--- config.mk ---
export PLATFORM = sky130hd
export DESIGN_NAME = uartc_core
export DESIGN_NICKNAME = d
export VERILOG_FILES = /design/src/include/uartc_pkg.sv /design/src/verilog/uartc_baud.sv /design/src/verilog/uartc_core.sv
export VERILOG_INCLUDE_DIRS = /design/src /design/src/include
export SDC_FILE = /design/constraint.sdc
export NUM_CORES = 1
export LEC_CHECK = 0
export BUFFER_PORTS_ARGS = -buffer_cell sky130_fd_sc_hd__buf_2
export CORE_UTILIZATION = 55
export CTS_CLUSTER_SIZE = 25
export DETAILED_ROUTE_END_ITERATION = 12
export MAX_ROUTING_LAYER = met4
export PLACE_DENSITY_LB_ADDON = 0.12
export REMOVE_ABC_BUFFERS = 1
export SKIP_CTS_REPAIR_TIMING = 1
export SLEW_MARGIN = 5
export SYNTH_ARGS = -nofsm -noshare
export SYNTH_HDL_FRONTEND = slang
export SYNTH_SLANG_ARGS = --single-unit
--- constraint.sdc ---
create_clock -name ref_clk -period 10.4 [get_ports ref_clk]
set_clock_uncertainty 0.1 [all_clocks]
set_input_delay 0.52 -clock ref_clk [delete_from_list [all_inputs] [get_ports ref_clk]]
set_output_delay 0.52 -clock ref_clk [all_outputs]
set_load 0.01 [all_outputs]
--- src/include/uartc_defines.svh ---
// Functional notes
// - Idle counter reloads from rx_idle_period on status read or received character.
// - Handshake gate off: CTS ignored, send whenever transmit data is offered.
// - Handshake gate on: start a character only while CTS is asserted.
// - Stop-count select: 0 gives one stop bit, 1 gives two.
// - Parity kind: even 0, odd 1, space 2 (always 0), mark 3 (always 1).
// - Parity-on bit enables transmit generation and receive checking together.
// - Character length select: 0 gives eight data bits, 1 gives seven.
// - Baud equals source clock over divisor, whole bits 15:3 plus fraction 2:0 / 8.
// - Source select: 0 26 MHz, 1 13 MHz, 2 6.5 MHz, 3 3.25 MHz.
// - Timeout flag rises when idle period elapses; status read clears it.
// - Frame fault flag set when the stop bit after the data is low.
// - Parity fault flag set when received parity differs from the expected one.
// - Seven-bit mode delivers received bytes with bit 7 forced to zero.
`ifndef UARTC_DEFINES_SVH
`define UARTC_DEFINES_SVH

// ----------------------------------------------------------------
// Register byte addresses
// ----------------------------------------------------------------
`define UARTC_ADDR_STATUS   32'h4000_4014
`define UARTC_ADDR_MASK     32'h4000_4018
`define UARTC_ADDR_IDLE     32'h4000_401c
`define UARTC_ADDR_FMT      32'h4000_4020
`define UARTC_ADDR_BAUD     32'h4000_4024
`define UARTC_ADDR_SRC      32'h4000_4028

// ----------------------------------------------------------------
// Reset values
// ----------------------------------------------------------------
`define UARTC_FMT_RESET     6'h00
`define UARTC_BAUD_RESET    16'h0000
`define UARTC_SRC_RESET     2'h0
`define UARTC_IDLE_RESET    8'hff
`define UARTC_MASK_RESET    8'h00

// ----------------------------------------------------------------
// Status bit positions
// ----------------------------------------------------------------
`define UARTC_ST_FRAME      7
`define UARTC_ST_PARITY     5
`define UARTC_ST_TIMEOUT    4
`define UARTC_ST_IMPL       8'hb0

// ----------------------------------------------------------------
// Timing
// ----------------------------------------------------------------
`define UARTC_REF_CLK_KHZ   125000
`define UARTC_SRC_BASE_KHZ  26000
`define UARTC_HALF_STEP     17'h00010

`endif

--- src/include/uartc_pkg.sv ---
package uartc_pkg;

	// ----------------------------------------------------------------
	// Enumerations
	// ----------------------------------------------------------------
	typedef enum logic [0:0] {
		TX_IDLE = 1'b0,
		TX_SEND = 1'b1
	} uartc_tx_state_type;

	typedef enum logic [2:0] {
		RX_IDLE   = 3'b000,
		RX_START  = 3'b001,
		RX_DATA   = 3'b010,
		RX_PARITY = 3'b011,
		RX_STOP   = 3'b100
	} uartc_rx_state_type;

	// ----------------------------------------------------------------
	// Carriers
	// ----------------------------------------------------------------
	typedef struct packed {
		logic [31:0] addr;
		logic [31:0] wdata;
		logic        wr;
		logic        rd;
	} uartc_bus_req_type;

	typedef struct packed {
		logic       cts_gate;
		logic       stop2;
		logic [1:0] par_kind;
		logic       par_on;
		logic       char_len_sel;
	} uartc_fmt_type;

	// ----------------------------------------------------------------
	// State records
	// ----------------------------------------------------------------
	typedef struct packed {
		uartc_fmt_type      fmt;
		logic [15:0]        baud;
		logic [1:0]         src;
		logic [7:0]         idle;
		logic [7:0]         mask;
		logic [7:0]         stat;
		logic [31:0]        rdata;
		logic [2:0]         rxd_sync;
		logic               rxd_f;
		logic [2:0]         cts_sync;
		logic               cts_f;
		uartc_tx_state_type tx_st;
		logic [11:0]        tx_shift;
		logic [3:0]         tx_cnt;
		logic               tx_half;
		logic               txd;
		uartc_rx_state_type rx_st;
		logic [7:0]         rx_shift;
		logic [2:0]         rx_cnt;
		logic               rx_half;
		logic               rx_par;
		logic               rx_valid;
		logic [7:0]         rx_data;
		logic [7:0]         tmo_cnt;
		logic               tmo_armed;
		logic               tmo_half;
	} uartc_state_type;

	typedef struct packed {
		logic [16:0] src_acc;
		logic [16:0] div_acc;
		logic        tick;
	} uartc_baud_state_type;

endpackage

--- src/verilog/uartc_baud.sv ---
`timescale 1ns/1ps
`include "uartc_defines.svh"
module uartc_baud import uartc_pkg::*; (
	// Clock and reset
	input  wire logic        ref_clk,
	input  wire logic        reset,
	input  wire logic        clk_en,
	// Configuration
	input  wire logic [1:0]  src_sel,
	input  wire logic [15:0] divisor,
	input  wire logic        restart,
	// Half-bit tick
	output logic             half_tick
);

	// ----------------------------------------------------------------
	// Two cascaded phase accumulators
	// ----------------------------------------------------------------
	// The source clock is emulated as an enable at an exact average rate,
	// so jitter is one reference period; fine for any sane baud.
	uartc_baud_state_type q;
	uartc_baud_state_type n;
	logic [17:0]          src_sum;
	logic [16:0]          src_step;
	logic [16:0]          div_sum;
	logic                 src_tick;

	always_comb begin
		n        = q;
		n.tick   = 1'b0;
		src_tick = 1'b0;
		src_step = 17'(`UARTC_SRC_BASE_KHZ >> src_sel);
		src_sum  = {1'b0, q.src_acc} + {1'b0, src_step};
		div_sum  = q.div_acc + `UARTC_HALF_STEP;
		if (restart) begin
			n = '0;
		end else begin
			if (src_sum >= 18'(`UARTC_REF_CLK_KHZ)) begin
				n.src_acc = 17'(src_sum - 18'(`UARTC_REF_CLK_KHZ));
				src_tick  = 1'b1;
			end else begin
				n.src_acc = src_sum[16:0];
			end
			// Divisor in eighths; adding 16 per source tick halves the bit time
			if (src_tick && (divisor != 16'h0000)) begin
				if (div_sum >= {1'b0, divisor}) begin
					n.div_acc = div_sum - {1'b0, divisor};
					n.tick    = 1'b1;
				end else begin
					n.div_acc = div_sum;
				end
			end
		end
	end

	always_ff @(posedge ref_clk or posedge reset) begin
		if (reset) begin
			q <= '0;
		end else if (clk_en) begin
			q <= n;
		end
	end

	assign half_tick = q.tick & clk_en;

endmodule // uartc_baud

--- src/verilog/uartc_core.sv ---
`timescale 1ns/1ps
`include "uartc_defines.svh"
module uartc_core import uartc_pkg::*; (
	// Clock and reset
	input  wire logic              ref_clk,
	input  wire logic              reset,
	input  wire logic              clk_en,
	// Register port
	input  wire uartc_bus_req_type bus_req,
	output logic [31:0]            bus_rdata,
	// Transmit side
	input  wire logic              tx_valid,
	input  wire logic [7:0]        tx_data,
	output logic                   tx_ready,
	// Receive side
	output logic                   rx_valid,
	output logic [7:0]             rx_data,
	// Serial pins
	output logic                   txd,
	input  wire logic              rxd,
	input  wire logic              cts_n,
	// Interrupt
	output logic                   irq
);

	// ----------------------------------------------------------------
	// Reset image
	// ----------------------------------------------------------------
	localparam uartc_state_type RESET_STATE = '{
		fmt:       uartc_fmt_type'(`UARTC_FMT_RESET),
		baud:      `UARTC_BAUD_RESET,
		src:       `UARTC_SRC_RESET,
		idle:      `UARTC_IDLE_RESET,
		mask:      `UARTC_MASK_RESET,
		stat:      8'h00,
		rdata:     32'h0000_0000,
		rxd_sync:  3'h7,
		rxd_f:     1'b1,
		cts_sync:  3'h7,
		cts_f:     1'b1,
		tx_st:     TX_IDLE,
		tx_shift:  12'hfff,
		tx_cnt:    4'h0,
		tx_half:   1'b0,
		txd:       1'b1,
		rx_st:     RX_IDLE,
		rx_shift:  8'h00,
		rx_cnt:    3'h0,
		rx_half:   1'b0,
		rx_par:    1'b0,
		rx_valid:  1'b0,
		rx_data:   8'h00,
		tmo_cnt:   `UARTC_IDLE_RESET,
		tmo_armed: 1'b0,
		tmo_half:  1'b0
	};

	// ----------------------------------------------------------------
	// Helpers
	// ----------------------------------------------------------------
	function automatic logic par_bit(input logic [1:0] kind, input logic [7:0] d);
		logic r;
		case (kind)
			2'h0:    r = ^d;
			2'h1:    r = ~^d;
			2'h2:    r = 1'b0;
			default: r = 1'b1;
		endcase
		return r;
	endfunction

	function automatic logic [3:0] data_bits(input uartc_fmt_type f);
		return f.char_len_sel ? 4'h7 : 4'h8;
	endfunction

	function automatic logic [7:0] char_mask(input uartc_fmt_type f, input logic [7:0] d);
		return f.char_len_sel ? {1'b0, d[6:0]} : d;
	endfunction

	// Serialised frame, bit 0 goes out first; unused high bits stay at idle
	function automatic logic [11:0] tx_frame(input uartc_fmt_type f, input logic [7:0] d);
		logic [11:0] v;
		logic [7:0]  m;
		m    = char_mask(f, d);
		v    = 12'hfff;
		v[0] = 1'b0;
		for (int i = 0; i < 8; i++) begin
			if (4'(i) < data_bits(f)) begin
				v[i + 1] = m[i];
			end
		end
		if (f.par_on) begin
			v[data_bits(f) + 4'h1] = par_bit(f.par_kind, m);
		end
		return v;
	endfunction

	function automatic logic [3:0] tx_len(input uartc_fmt_type f);
		return 4'h1 + data_bits(f) + {3'h0, f.par_on} + (f.stop2 ? 4'h2 : 4'h1);
	endfunction

	// ----------------------------------------------------------------
	// State and scratch
	// ----------------------------------------------------------------
	uartc_state_type q;
	uartc_state_type n;
	logic            tx_go;
	logic            tx_tick;
	logic            rx_tick;
	logic            rx_restart;
	logic            rd_stat;
	logic            char_done;
	logic [7:0]      stat_set;
	logic [7:0]      stat_clr;
	logic [7:0]      rx_char;
	logic [2:0]      rx_last;

	// ----------------------------------------------------------------
	// Bit clocks
	// ----------------------------------------------------------------
	// Separate generators: transmit restarts on each character, receive
	// restarts on each start edge so sampling lands mid-bit.
	uartc_baud u_tx_baud (
		.ref_clk   (ref_clk),
		.reset     (reset),
		.clk_en    (clk_en),
		.src_sel   (q.src),
		.divisor   (q.baud),
		.restart   (tx_go),
		.half_tick (tx_tick)
	);

	uartc_baud u_rx_baud (
		.ref_clk   (ref_clk),
		.reset     (reset),
		.clk_en    (clk_en),
		.src_sel   (q.src),
		.divisor   (q.baud),
		.restart   (rx_restart),
		.half_tick (rx_tick)
	);

	// ----------------------------------------------------------------
	// Handshake
	// ----------------------------------------------------------------
	assign tx_ready = clk_en && (q.tx_st == TX_IDLE) &&
		(!q.fmt.cts_gate || !q.cts_f);
	assign tx_go    = tx_valid && tx_ready;
	assign rx_char  = char_mask(q.fmt, q.fmt.char_len_sel ? {1'b0, q.rx_shift[7:1]} :
		q.rx_shift);
	assign rx_last  = q.fmt.char_len_sel ? 3'h6 : 3'h7;

	// ----------------------------------------------------------------
	// Next state
	// ----------------------------------------------------------------
	always_comb begin
		n          = q;
		n.rdata    = 32'h0000_0000;
		n.rx_valid = 1'b0;
		rd_stat    = 1'b0;
		char_done  = 1'b0;
		rx_restart = 1'b0;
		stat_set   = 8'h00;
		stat_clr   = 8'h00;

		// Pin synchronisers: a change counts once stages two and three agree
		n.rxd_sync = {q.rxd_sync[1:0], rxd};
		n.cts_sync = {q.cts_sync[1:0], cts_n};
		if (q.rxd_sync[2] == q.rxd_sync[1]) begin
			n.rxd_f = q.rxd_sync[2];
		end
		if (q.cts_sync[2] == q.cts_sync[1]) begin
			n.cts_f = q.cts_sync[2];
		end

		// Register reads
		if (bus_req.rd) begin
			if (bus_req.addr == `UARTC_ADDR_FMT) begin
				n.rdata = {26'h0, q.fmt};
			end else if (bus_req.addr == `UARTC_ADDR_BAUD) begin
				n.rdata = {16'h0, q.baud};
			end else if (bus_req.addr == `UARTC_ADDR_SRC) begin
				n.rdata = {30'h0, q.src};
			end else if (bus_req.addr == `UARTC_ADDR_IDLE) begin
				n.rdata = {24'h0, q.idle};
			end else if (bus_req.addr == `UARTC_ADDR_STATUS) begin
				n.rdata = {24'h0, q.stat};
				rd_stat = 1'b1;
			end else if (bus_req.addr == `UARTC_ADDR_MASK) begin
				n.rdata = {24'h0, q.mask};
			end
		end

		// Register writes
		if (bus_req.wr) begin
			if (bus_req.addr == `UARTC_ADDR_FMT) begin
				n.fmt = uartc_fmt_type'(bus_req.wdata[5:0]);
			end else if (bus_req.addr == `UARTC_ADDR_BAUD) begin
				n.baud = bus_req.wdata[15:0];
			end else if (bus_req.addr == `UARTC_ADDR_SRC) begin
				n.src = bus_req.wdata[1:0];
			end else if (bus_req.addr == `UARTC_ADDR_IDLE) begin
				n.idle = bus_req.wdata[7:0];
			end else if (bus_req.addr == `UARTC_ADDR_STATUS) begin
				stat_clr = bus_req.wdata[7:0];
			end else if (bus_req.addr == `UARTC_ADDR_MASK) begin
				n.mask = bus_req.wdata[7:0];
			end
		end

		// Transmitter
		case (q.tx_st)
			TX_IDLE: begin
				if (tx_go) begin
					n.tx_shift = tx_frame(q.fmt, tx_data);
					n.tx_cnt   = tx_len(q.fmt);
					n.txd      = 1'b0;
					n.tx_half  = 1'b0;
					n.tx_st    = TX_SEND;
				end
			end
			TX_SEND: begin
				if (tx_tick) begin
					n.tx_half = ~q.tx_half;
					if (q.tx_half) begin
						n.tx_shift = {1'b1, q.tx_shift[11:1]};
						n.txd      = q.tx_shift[1];
						n.tx_cnt   = q.tx_cnt - 4'h1;
						if (q.tx_cnt == 4'h1) begin
							n.txd   = 1'b1;
							n.tx_st = TX_IDLE;
						end
					end
				end
			end
			default: begin
				n.tx_st = TX_IDLE;
			end
		endcase

		// Receiver
		case (q.rx_st)
			RX_IDLE: begin
				if (!q.rxd_f) begin
					rx_restart = 1'b1;
					n.rx_st    = RX_START;
				end
			end
			RX_START: begin
				// First half tick lands mid start bit; a high line there was a glitch
				if (rx_tick) begin
					if (!q.rxd_f) begin
						n.rx_half = 1'b0;
						n.rx_cnt  = 3'h0;
						n.rx_st   = RX_DATA;
					end else begin
						n.rx_st = RX_IDLE;
					end
				end
			end
			RX_DATA: begin
				if (rx_tick) begin
					n.rx_half = ~q.rx_half;
					if (q.rx_half) begin
						n.rx_shift = {q.rxd_f, q.rx_shift[7:1]};
						n.rx_cnt   = q.rx_cnt + 3'h1;
						if (q.rx_cnt == rx_last) begin
							n.rx_st = q.fmt.par_on ? RX_PARITY : RX_STOP;
						end
					end
				end
			end
			RX_PARITY: begin
				if (rx_tick) begin
					n.rx_half = ~q.rx_half;
					if (q.rx_half) begin
						n.rx_par = q.rxd_f;
						n.rx_st  = RX_STOP;
					end
				end
			end
			RX_STOP: begin
				// Only the first stop bit is checked; a second one looks like idle
				if (rx_tick) begin
					n.rx_half = ~q.rx_half;
					if (q.rx_half) begin
						char_done  = 1'b1;
						n.rx_valid = 1'b1;
						n.rx_data  = rx_char;
						n.rx_st    = RX_IDLE;
						if (!q.rxd_f) begin
							stat_set[`UARTC_ST_FRAME] = 1'b1;
						end
						if (q.fmt.par_on && (q.rx_par != par_bit(q.fmt.par_kind, rx_char)))
						begin
							stat_set[`UARTC_ST_PARITY] = 1'b1;
						end
					end
				end
			end
			default: begin
				n.rx_st = RX_IDLE;
			end
		endcase

		// Idle timeout, counted in bit times while the receiver is idle
		if (rd_stat || char_done) begin
			n.tmo_cnt   = q.idle;
			n.tmo_armed = 1'b1;
			n.tmo_half  = 1'b0;
		end else if (q.tmo_armed && (q.rx_st == RX_IDLE) && rx_tick) begin
			n.tmo_half = ~q.tmo_half;
			if (q.tmo_half) begin
				if (q.tmo_cnt <= 8'h01) begin
					n.tmo_cnt   = 8'h00;
					n.tmo_armed = 1'b0;
					stat_set[`UARTC_ST_TIMEOUT] = 1'b1;
				end else begin
					n.tmo_cnt = q.tmo_cnt - 8'h01;
				end
			end
		end

		// Sticky flags: a new event wins over a read or write-one clear
		if (rd_stat) begin
			stat_clr = 8'hff;
		end
		n.stat = ((q.stat & ~stat_clr) | stat_set) & `UARTC_ST_IMPL;
	end

	// ----------------------------------------------------------------
	// State register
	// ----------------------------------------------------------------
	always_ff @(posedge ref_clk or posedge reset) begin
		if (reset) begin
			q <= RESET_STATE;
		end else if (clk_en) begin
			q <= n;
		end
	end

	// ----------------------------------------------------------------
	// Outputs
	// ----------------------------------------------------------------
	assign bus_rdata = q.rdata;
	assign rx_valid  = q.rx_valid;
	assign rx_data   = q.rx_data;
	assign txd       = q.txd;
	assign irq       = |(q.stat & q.mask);

endmodule // uartc_core

Yosys cells after proc, flatten, opt, wreduce, memory -nomap -nowiden
Index checks and enable logic that the tools add are counted.

Output and inout bits: 44. Flip-flop bits (word level): 207. Latch bits: 0. Logic and storage cells: 285. Bits in read-only memories: 0. Memories: 0. Bits in writable memories: 0. Bits of input ports: 80.

Bitwise logic cells: 15. Mux-type cells: 126. Add/subtract/negate cells: 14. Reduce and logical (&&, ||, !) cells: 48. Shifts and indexed selects: 1. Div/mod/pow operators: 0. $lt $le $gt $ge: 15. $mul: 0. Equal/unequal tests: 30.

Operators with widths (count): $eq 32x31->1 const B (6); $mux 8 (15); $mux 17 (5); $mux 35 (2); $mux 1 (66); $mux 16 (3); $mux 19 (2); $pmux 19 s2 (1); $add 17x17->18 (2); $ge 18x17->1 const B (2); $mux 18 (2); $mux 9 (4); $add 17x5->17 const B (2); $ge 17x16->1 (2); $sub 17x16->17 (2); $sub 17x17->17 const B (2); $mux 3 (8); $ne 2x2->1 const B (12); $reduce_and 4->1 (6); $mux 10 (2); $shr 15x2->17 const A (1); $and 8x8->8 (2); $lt 3x4->1 const A (4); $reduce_bool 16->1 (1); 53 further kinds (95).

Logic depth before layout (Yosys ltp)
Word-level depth: 14. Gate-level depth with buffers: 19.

By module
From an unflattened synthesis, not the netlist that was laid out.

Cells, all modules: 1626. Area total of the unflattened synthesis: 14777.9 um2.

By module, submodules not included: uartc_core (cells an instance 608, instances 1, sequential area each 3047.9 um2, area an instance 6371.1 um2); uartc_baud at u_tx_baud (cells an instance 530, instances 1, sequential area each 850.8 um2, area an instance 4351.7 um2); uartc_baud at u_rx_baud (cells an instance 488, instances 1, sequential area each 850.8 um2, area an instance 4055.1 um2).

Worst setup path after synthesis
No wires, ideal clock.

Kind: register to register. From: register q[119] (netlist bit). To: register u_rx_baud.q[2] (netlist bit). Cell stages (with the launch flop): 16. Library setup time: 0.121 ns. Required time: 10.179 ns. Path slack: 6.429 ns. Arrival: 3.751 ns. Path through: dfrtp_1 inv_1 ha_1 inv_1 ha_1 nand2_1 or3_1 a2111o_1 a31oi_1 o22a_2 xnor2_2 nor4b_4 o2111a_2 o21ba_2 o21ai_2 a22o_1.

Word-level cells in the longest chain between the ends: 8.

Ends and longest elaborated chain: from (decl) (RTL line uartc_core.sv:105) `uartc_state_type q;`; from (signal assigned) (RTL line uartc_core.sv:338) `q <= n;`; $shr 15x2->17 (no line); $add 17x17->18 (RTL line uartc_baud.sv:33) `src_sum = {1'b0, q.src_acc} + {1'b0, src_step};`; $ge 18x17->1 (RTL line uartc_baud.sv:38) `` if (src_sum >= 18'(`UARTC_REF_CLK_KHZ)) begin ``; $mux 1 (RTL line uartc_baud.sv:38); $mux 1 (RTL line uartc_baud.sv:35) `if (restart) begin`; $logic_and 1x1->1 (RTL line uartc_baud.sv:45) `if (src_tick && (divisor != 16'h0000)) begin`; $reduce_bool 2->1 (no line); $reduce_and 2->1 (no line); to (signal assigned) (RTL line uartc_baud.sv:60) `q <= n;`; to (decl) (RTL line uartc_baud.sv:21) `uartc_baud_state_type q;`.

No other way between the ends. The select of a mux whose other input is x is not followed. A chain may end at the register's enable or synchronous reset.

Worst setup path after layout
From: register q[119] (netlist bit). To: register u_tx_baud.q[8] (netlist bit).

Word-level cells in the longest chain between the ends: 8.

Ends and longest elaborated chain (RTL line): $shr 15x2->17 (no line); $add 17x17->18 (uartc_baud.sv:33); $ge 18x17->1 (uartc_baud.sv:38); $mux 1 (uartc_baud.sv:38); $mux 1 (uartc_baud.sv:35); $logic_and 1x1->1 (uartc_baud.sv:45); $reduce_bool 2->1 (no line); $reduce_and 2->1 (no line); to (signal assigned) (uartc_baud.sv:60); to (decl) (uartc_baud.sv:21).

No other way between the ends. The select of a mux whose other input is x is not followed.

==> impl_metrics.csv <==
group,metric,value,unit
synthesis,synth_cells,1511,
clock_tree,clockRootBuffer,"clkbuf_16",
clock_tree,numClockSinks,188,
power,power,2.68,mW
layout,num-nets-final,1701,
layout,area_delta_synth_final,8.16,%
placement,dp.cells,1846,
placement,dp_slack,4.90,ns
clock_tree,cts_max_level,4,
synthesis,ys.flop_type,"dfrtp_1",
placement,hpwl,23.4,mm
synthesis,synth_seq_cells,188,
die,die_h,158,µm
synthesis,synth_area_per_cell,8.91,µm²
critical_path,critical_path_required,10.63,ns
clock_tree,cts_buffer_depth,2,
run,cap_violations,0,
placement,gp_congestion,0.899,
timing,fmax,0.179,GHz
critical_path,cpMaxStageDelayCell,"dfrtp_1",
clock_tree,numCtsBuffers,17,
clock_tree,cts.clk_slew.worst_paths,0.08,ns
power,power_leakage,6.56,nW
drt,final_antenna_net_count,0,
timing,hold_violations,0,
timing,slew_viol_final,0,
die,die_x,158,µm
global_routing,gr-total-overflow,0,
synthesis,ys_types,90,
layout,num_antenna_cells,0,
synthesis,ys_seq_area_share,35.3,%
synthesis,yosysWarnings,0,
timing,setup_tns,0,ns
timing,rsz0062_at_grt,"false",
critical_path,critical_path_peak_fanout,22,
placement,place_area,13900,µm²
layout,layout-drive-gt1-share,16.1,%
synthesis,synth_top_area_share,28.3,%
drt,drtPass1Iterations,5,
global_routing,track_usage,28.0,%
global_routing,grt_max_degree,135,
power,p_per_area,184,nW/µm²
timing,tightest_slew,1.10,ns
timing,min_period,5.59,ns
critical_path,crit_arrival,5.82,ns
synthesis,yosys-top-cells-area,"dfrtp_1 28%, dfstp_2 7.0%, ha_1 6.7%",
clock_tree,cts_tree,"built",
synthesis,synth_edf_count,0,
layout,nFillCells,2081,
global_routing,antenna_found_initial,0,
drt,wirelength,33.1,mm
drt,dr_total_vias,11500,
die,io_pins,124,
global_routing,grt_pass1_wl,53.9,mm
hold_path,hp-class,"input port to asynchronous set/reset pin",
timing,setup_ws,4.81,ns
die,die_area,25100,µm²
critical_path,worstPathCellList,"inv_1 > ha_1 > inv_1 > ha_1 > a21oi_1 > o21ai_0 > o21ai_0 > nand2_1 > a21o_1 > xnor2_1 > a41oi_1 > o2111a_1 > o21a_1 > o21ai_0 > a221oi_1",
synthesis,async_flop_share,100,%
synthesis,yosysTopAreaCell,"dfrtp_1",
timing,period_share,53.7,%
drt,drc_errors,0,
timing,slew_headroom,26.3,%
placement,io_buffers,91,
timing,finalSetupViolCount,0,
die,initial_core_util,56.7,%
clock_tree,clk_latency,0.44,ns
power,ir_drop,104,µV
critical_path,critPathMostFrequentCell,"o21ai_0",
drt,routedWlPerCell,17.6,µm
status,status,"finished clean",
critical_path,endpoint_kind,"flop",
layout,design_area,14600,µm²
critical_path,crit_path_start_kind,"flop",
critical_path,slowest_delay,0.73,ns
synthesis,syn-cell-area,13500,µm²
global_routing,grt_pass1_vias,10800,
drt,vias_per_cell,6.12,
drt,drt_iter0_drc,933,
layout,fin_cells,1878,
critical_path,path_class,"flop to flop",
die,core.rowCount,56,
die,core-area,23800,µm²
[worst max-delay path, delay by kind of cell, from the launching register on]
family | cells | cell delay (ns)
buffers and inverters | 2 | 0.50
flip-flops | 1 | 0.73
AND/OR/NAND/NOR | 1 | 0.08
adder cells (fa/ha/maj) | 2 | 0.86
AO/OA/AOI/OAI | 9 | 2.99
XOR/XNOR | 1 | 0.20
[routing by layer]
metal / share of wire, % / vias to the layer above / global-route usage [%] / wire length (µm)
li1: - / 5556 / - / -
met1: 47 / 5567 / 37.9 / 15700
met2: 47 / 320 / 44.8 / 15600
met3: 3.9 / 45 / 3.27 / 1280
met4: 1.6 / 0 / 6.64 / 527
met5: 0 / - / - / 0
[synth_stat cells, types with 12 or more instances]
master	instances
mux2i_1	15
o2bb2ai_1	18
or3_1	17
dfrtp_1	152
a21oi_1	90
dfstp_2	36
xor2_1	36
nand3_1	51
a211oi_1	13
inv_1	69
a21o_1	26
clkbuf_1	48
nor3_1	29
nand4_1	22
mux2_2	49
nor2_1	85
a22o_1	17
nor2b_1	14
o21ai_0	92
ha_1	72
nor4_1	16
a22oi_1	18
xnor2_1	69
o31ai_1	12
buf_4	41
o211ai_1	15
a31oi_1	23
nand2_1	157
and3_1	22
[registers in the layout, indices dropped and copies added (netlist names)]
register	cells
q	90
u_rx_baud.q	34
u_tx_baud.q	34
bus_rdata	16
rx_data	8
n	4
rx_valid	1
txd	1
[placed cells by master (no fill, tap or decap), drive strengths merged, types with 23 or more instances in the layout]
| master | n |
|---|---|
| nand2 | 157 |
| dfrtp | 152 |
| o21ai | 104 |
| buf | 101 |
| a21oi | 91 |
| nor2 | 86 |
| inv | 78 |
| ha | 72 |
| xnor2 | 70 |
| nand3 | 51 |
| mux2 | 49 |
| xor2 | 36 |
| dfstp | 36 |
| nor3 | 29 |
| a21o | 26 |
| a31oi | 23 |
[path summary, 6_finish.rpt]
path	from	endpoint	slack [ns]	depth (start not counted)
max in group asynchronous	reset	q[109]$_DFFE_PP0P_	8.80	3
worst min register to register	q[47]$_DFFE_PP1P_	q[47]$_DFFE_PP1P_	0.36	2
min in group ref_clk	bus_req[15]	q[133]$_DFFE_PP0P_	0.21	2
worst max register to register	q[119]$_DFFE_PP0P_	u_tx_baud.q[8]$_DFFE_PP0P_	4.81	15
worst min-delay path	reset	u_tx_baud.q[28]$_DFFE_PP0P_	0.16	2
worst max-delay path	q[119]$_DFFE_PP0P_	u_tx_baud.q[8]$_DFFE_PP0P_	4.81	15
[power by group]
group	leakage, nW	internal [mW]	switching [mW]
combinational	3.83	0.433	0.640
sequential	2.42	0.816	0.0799
clock	0.311	0.375	0.335
total	6.56	1.62	1.05
[stage by stage]
step           util, %  hold slack, ns
2_1_floorplan        -           0.339
3_3_place_gp      58.6           0.347
3_5_place_dp      58.6           0.350
4_1_cts           61.3           0.198
5_1_grt           61.3           0.194
6_report          61.3           0.156
[kinds of logic (layout without fill, tap and decap cells)]
kind of cell / count (synthesis) / in the layout / synth area share [%]
buffers and inverters: 170 / 203 / 6.03
adders and majority gates: 75 / 75 / 7.14
DFF: 188 / 188 / 35.3
other: 1 / 16 / 0.0279
muxes: 64 / 64 / 5.22
and+or+nand+nor: 468 / 468 / 17.0
AOI/OAI and AO/OA: 439 / 439 / 22.3
xor gates and xnor gates: 106 / 106 / 6.95
[area by class of cell]
type,count,area [µm²],area share (%)
Clock inverter,15,220,1.51
Sequential cell,188,4750,32.6
Tap cell,319,399,2.74
Timing Repair Buffer,101,531,3.64
Multi-Input combinational cell,1168,7960,54.7
Clock buffer,17,425,2.92
Inverter,70,270,1.86
(Power assumes the default switching activity.)
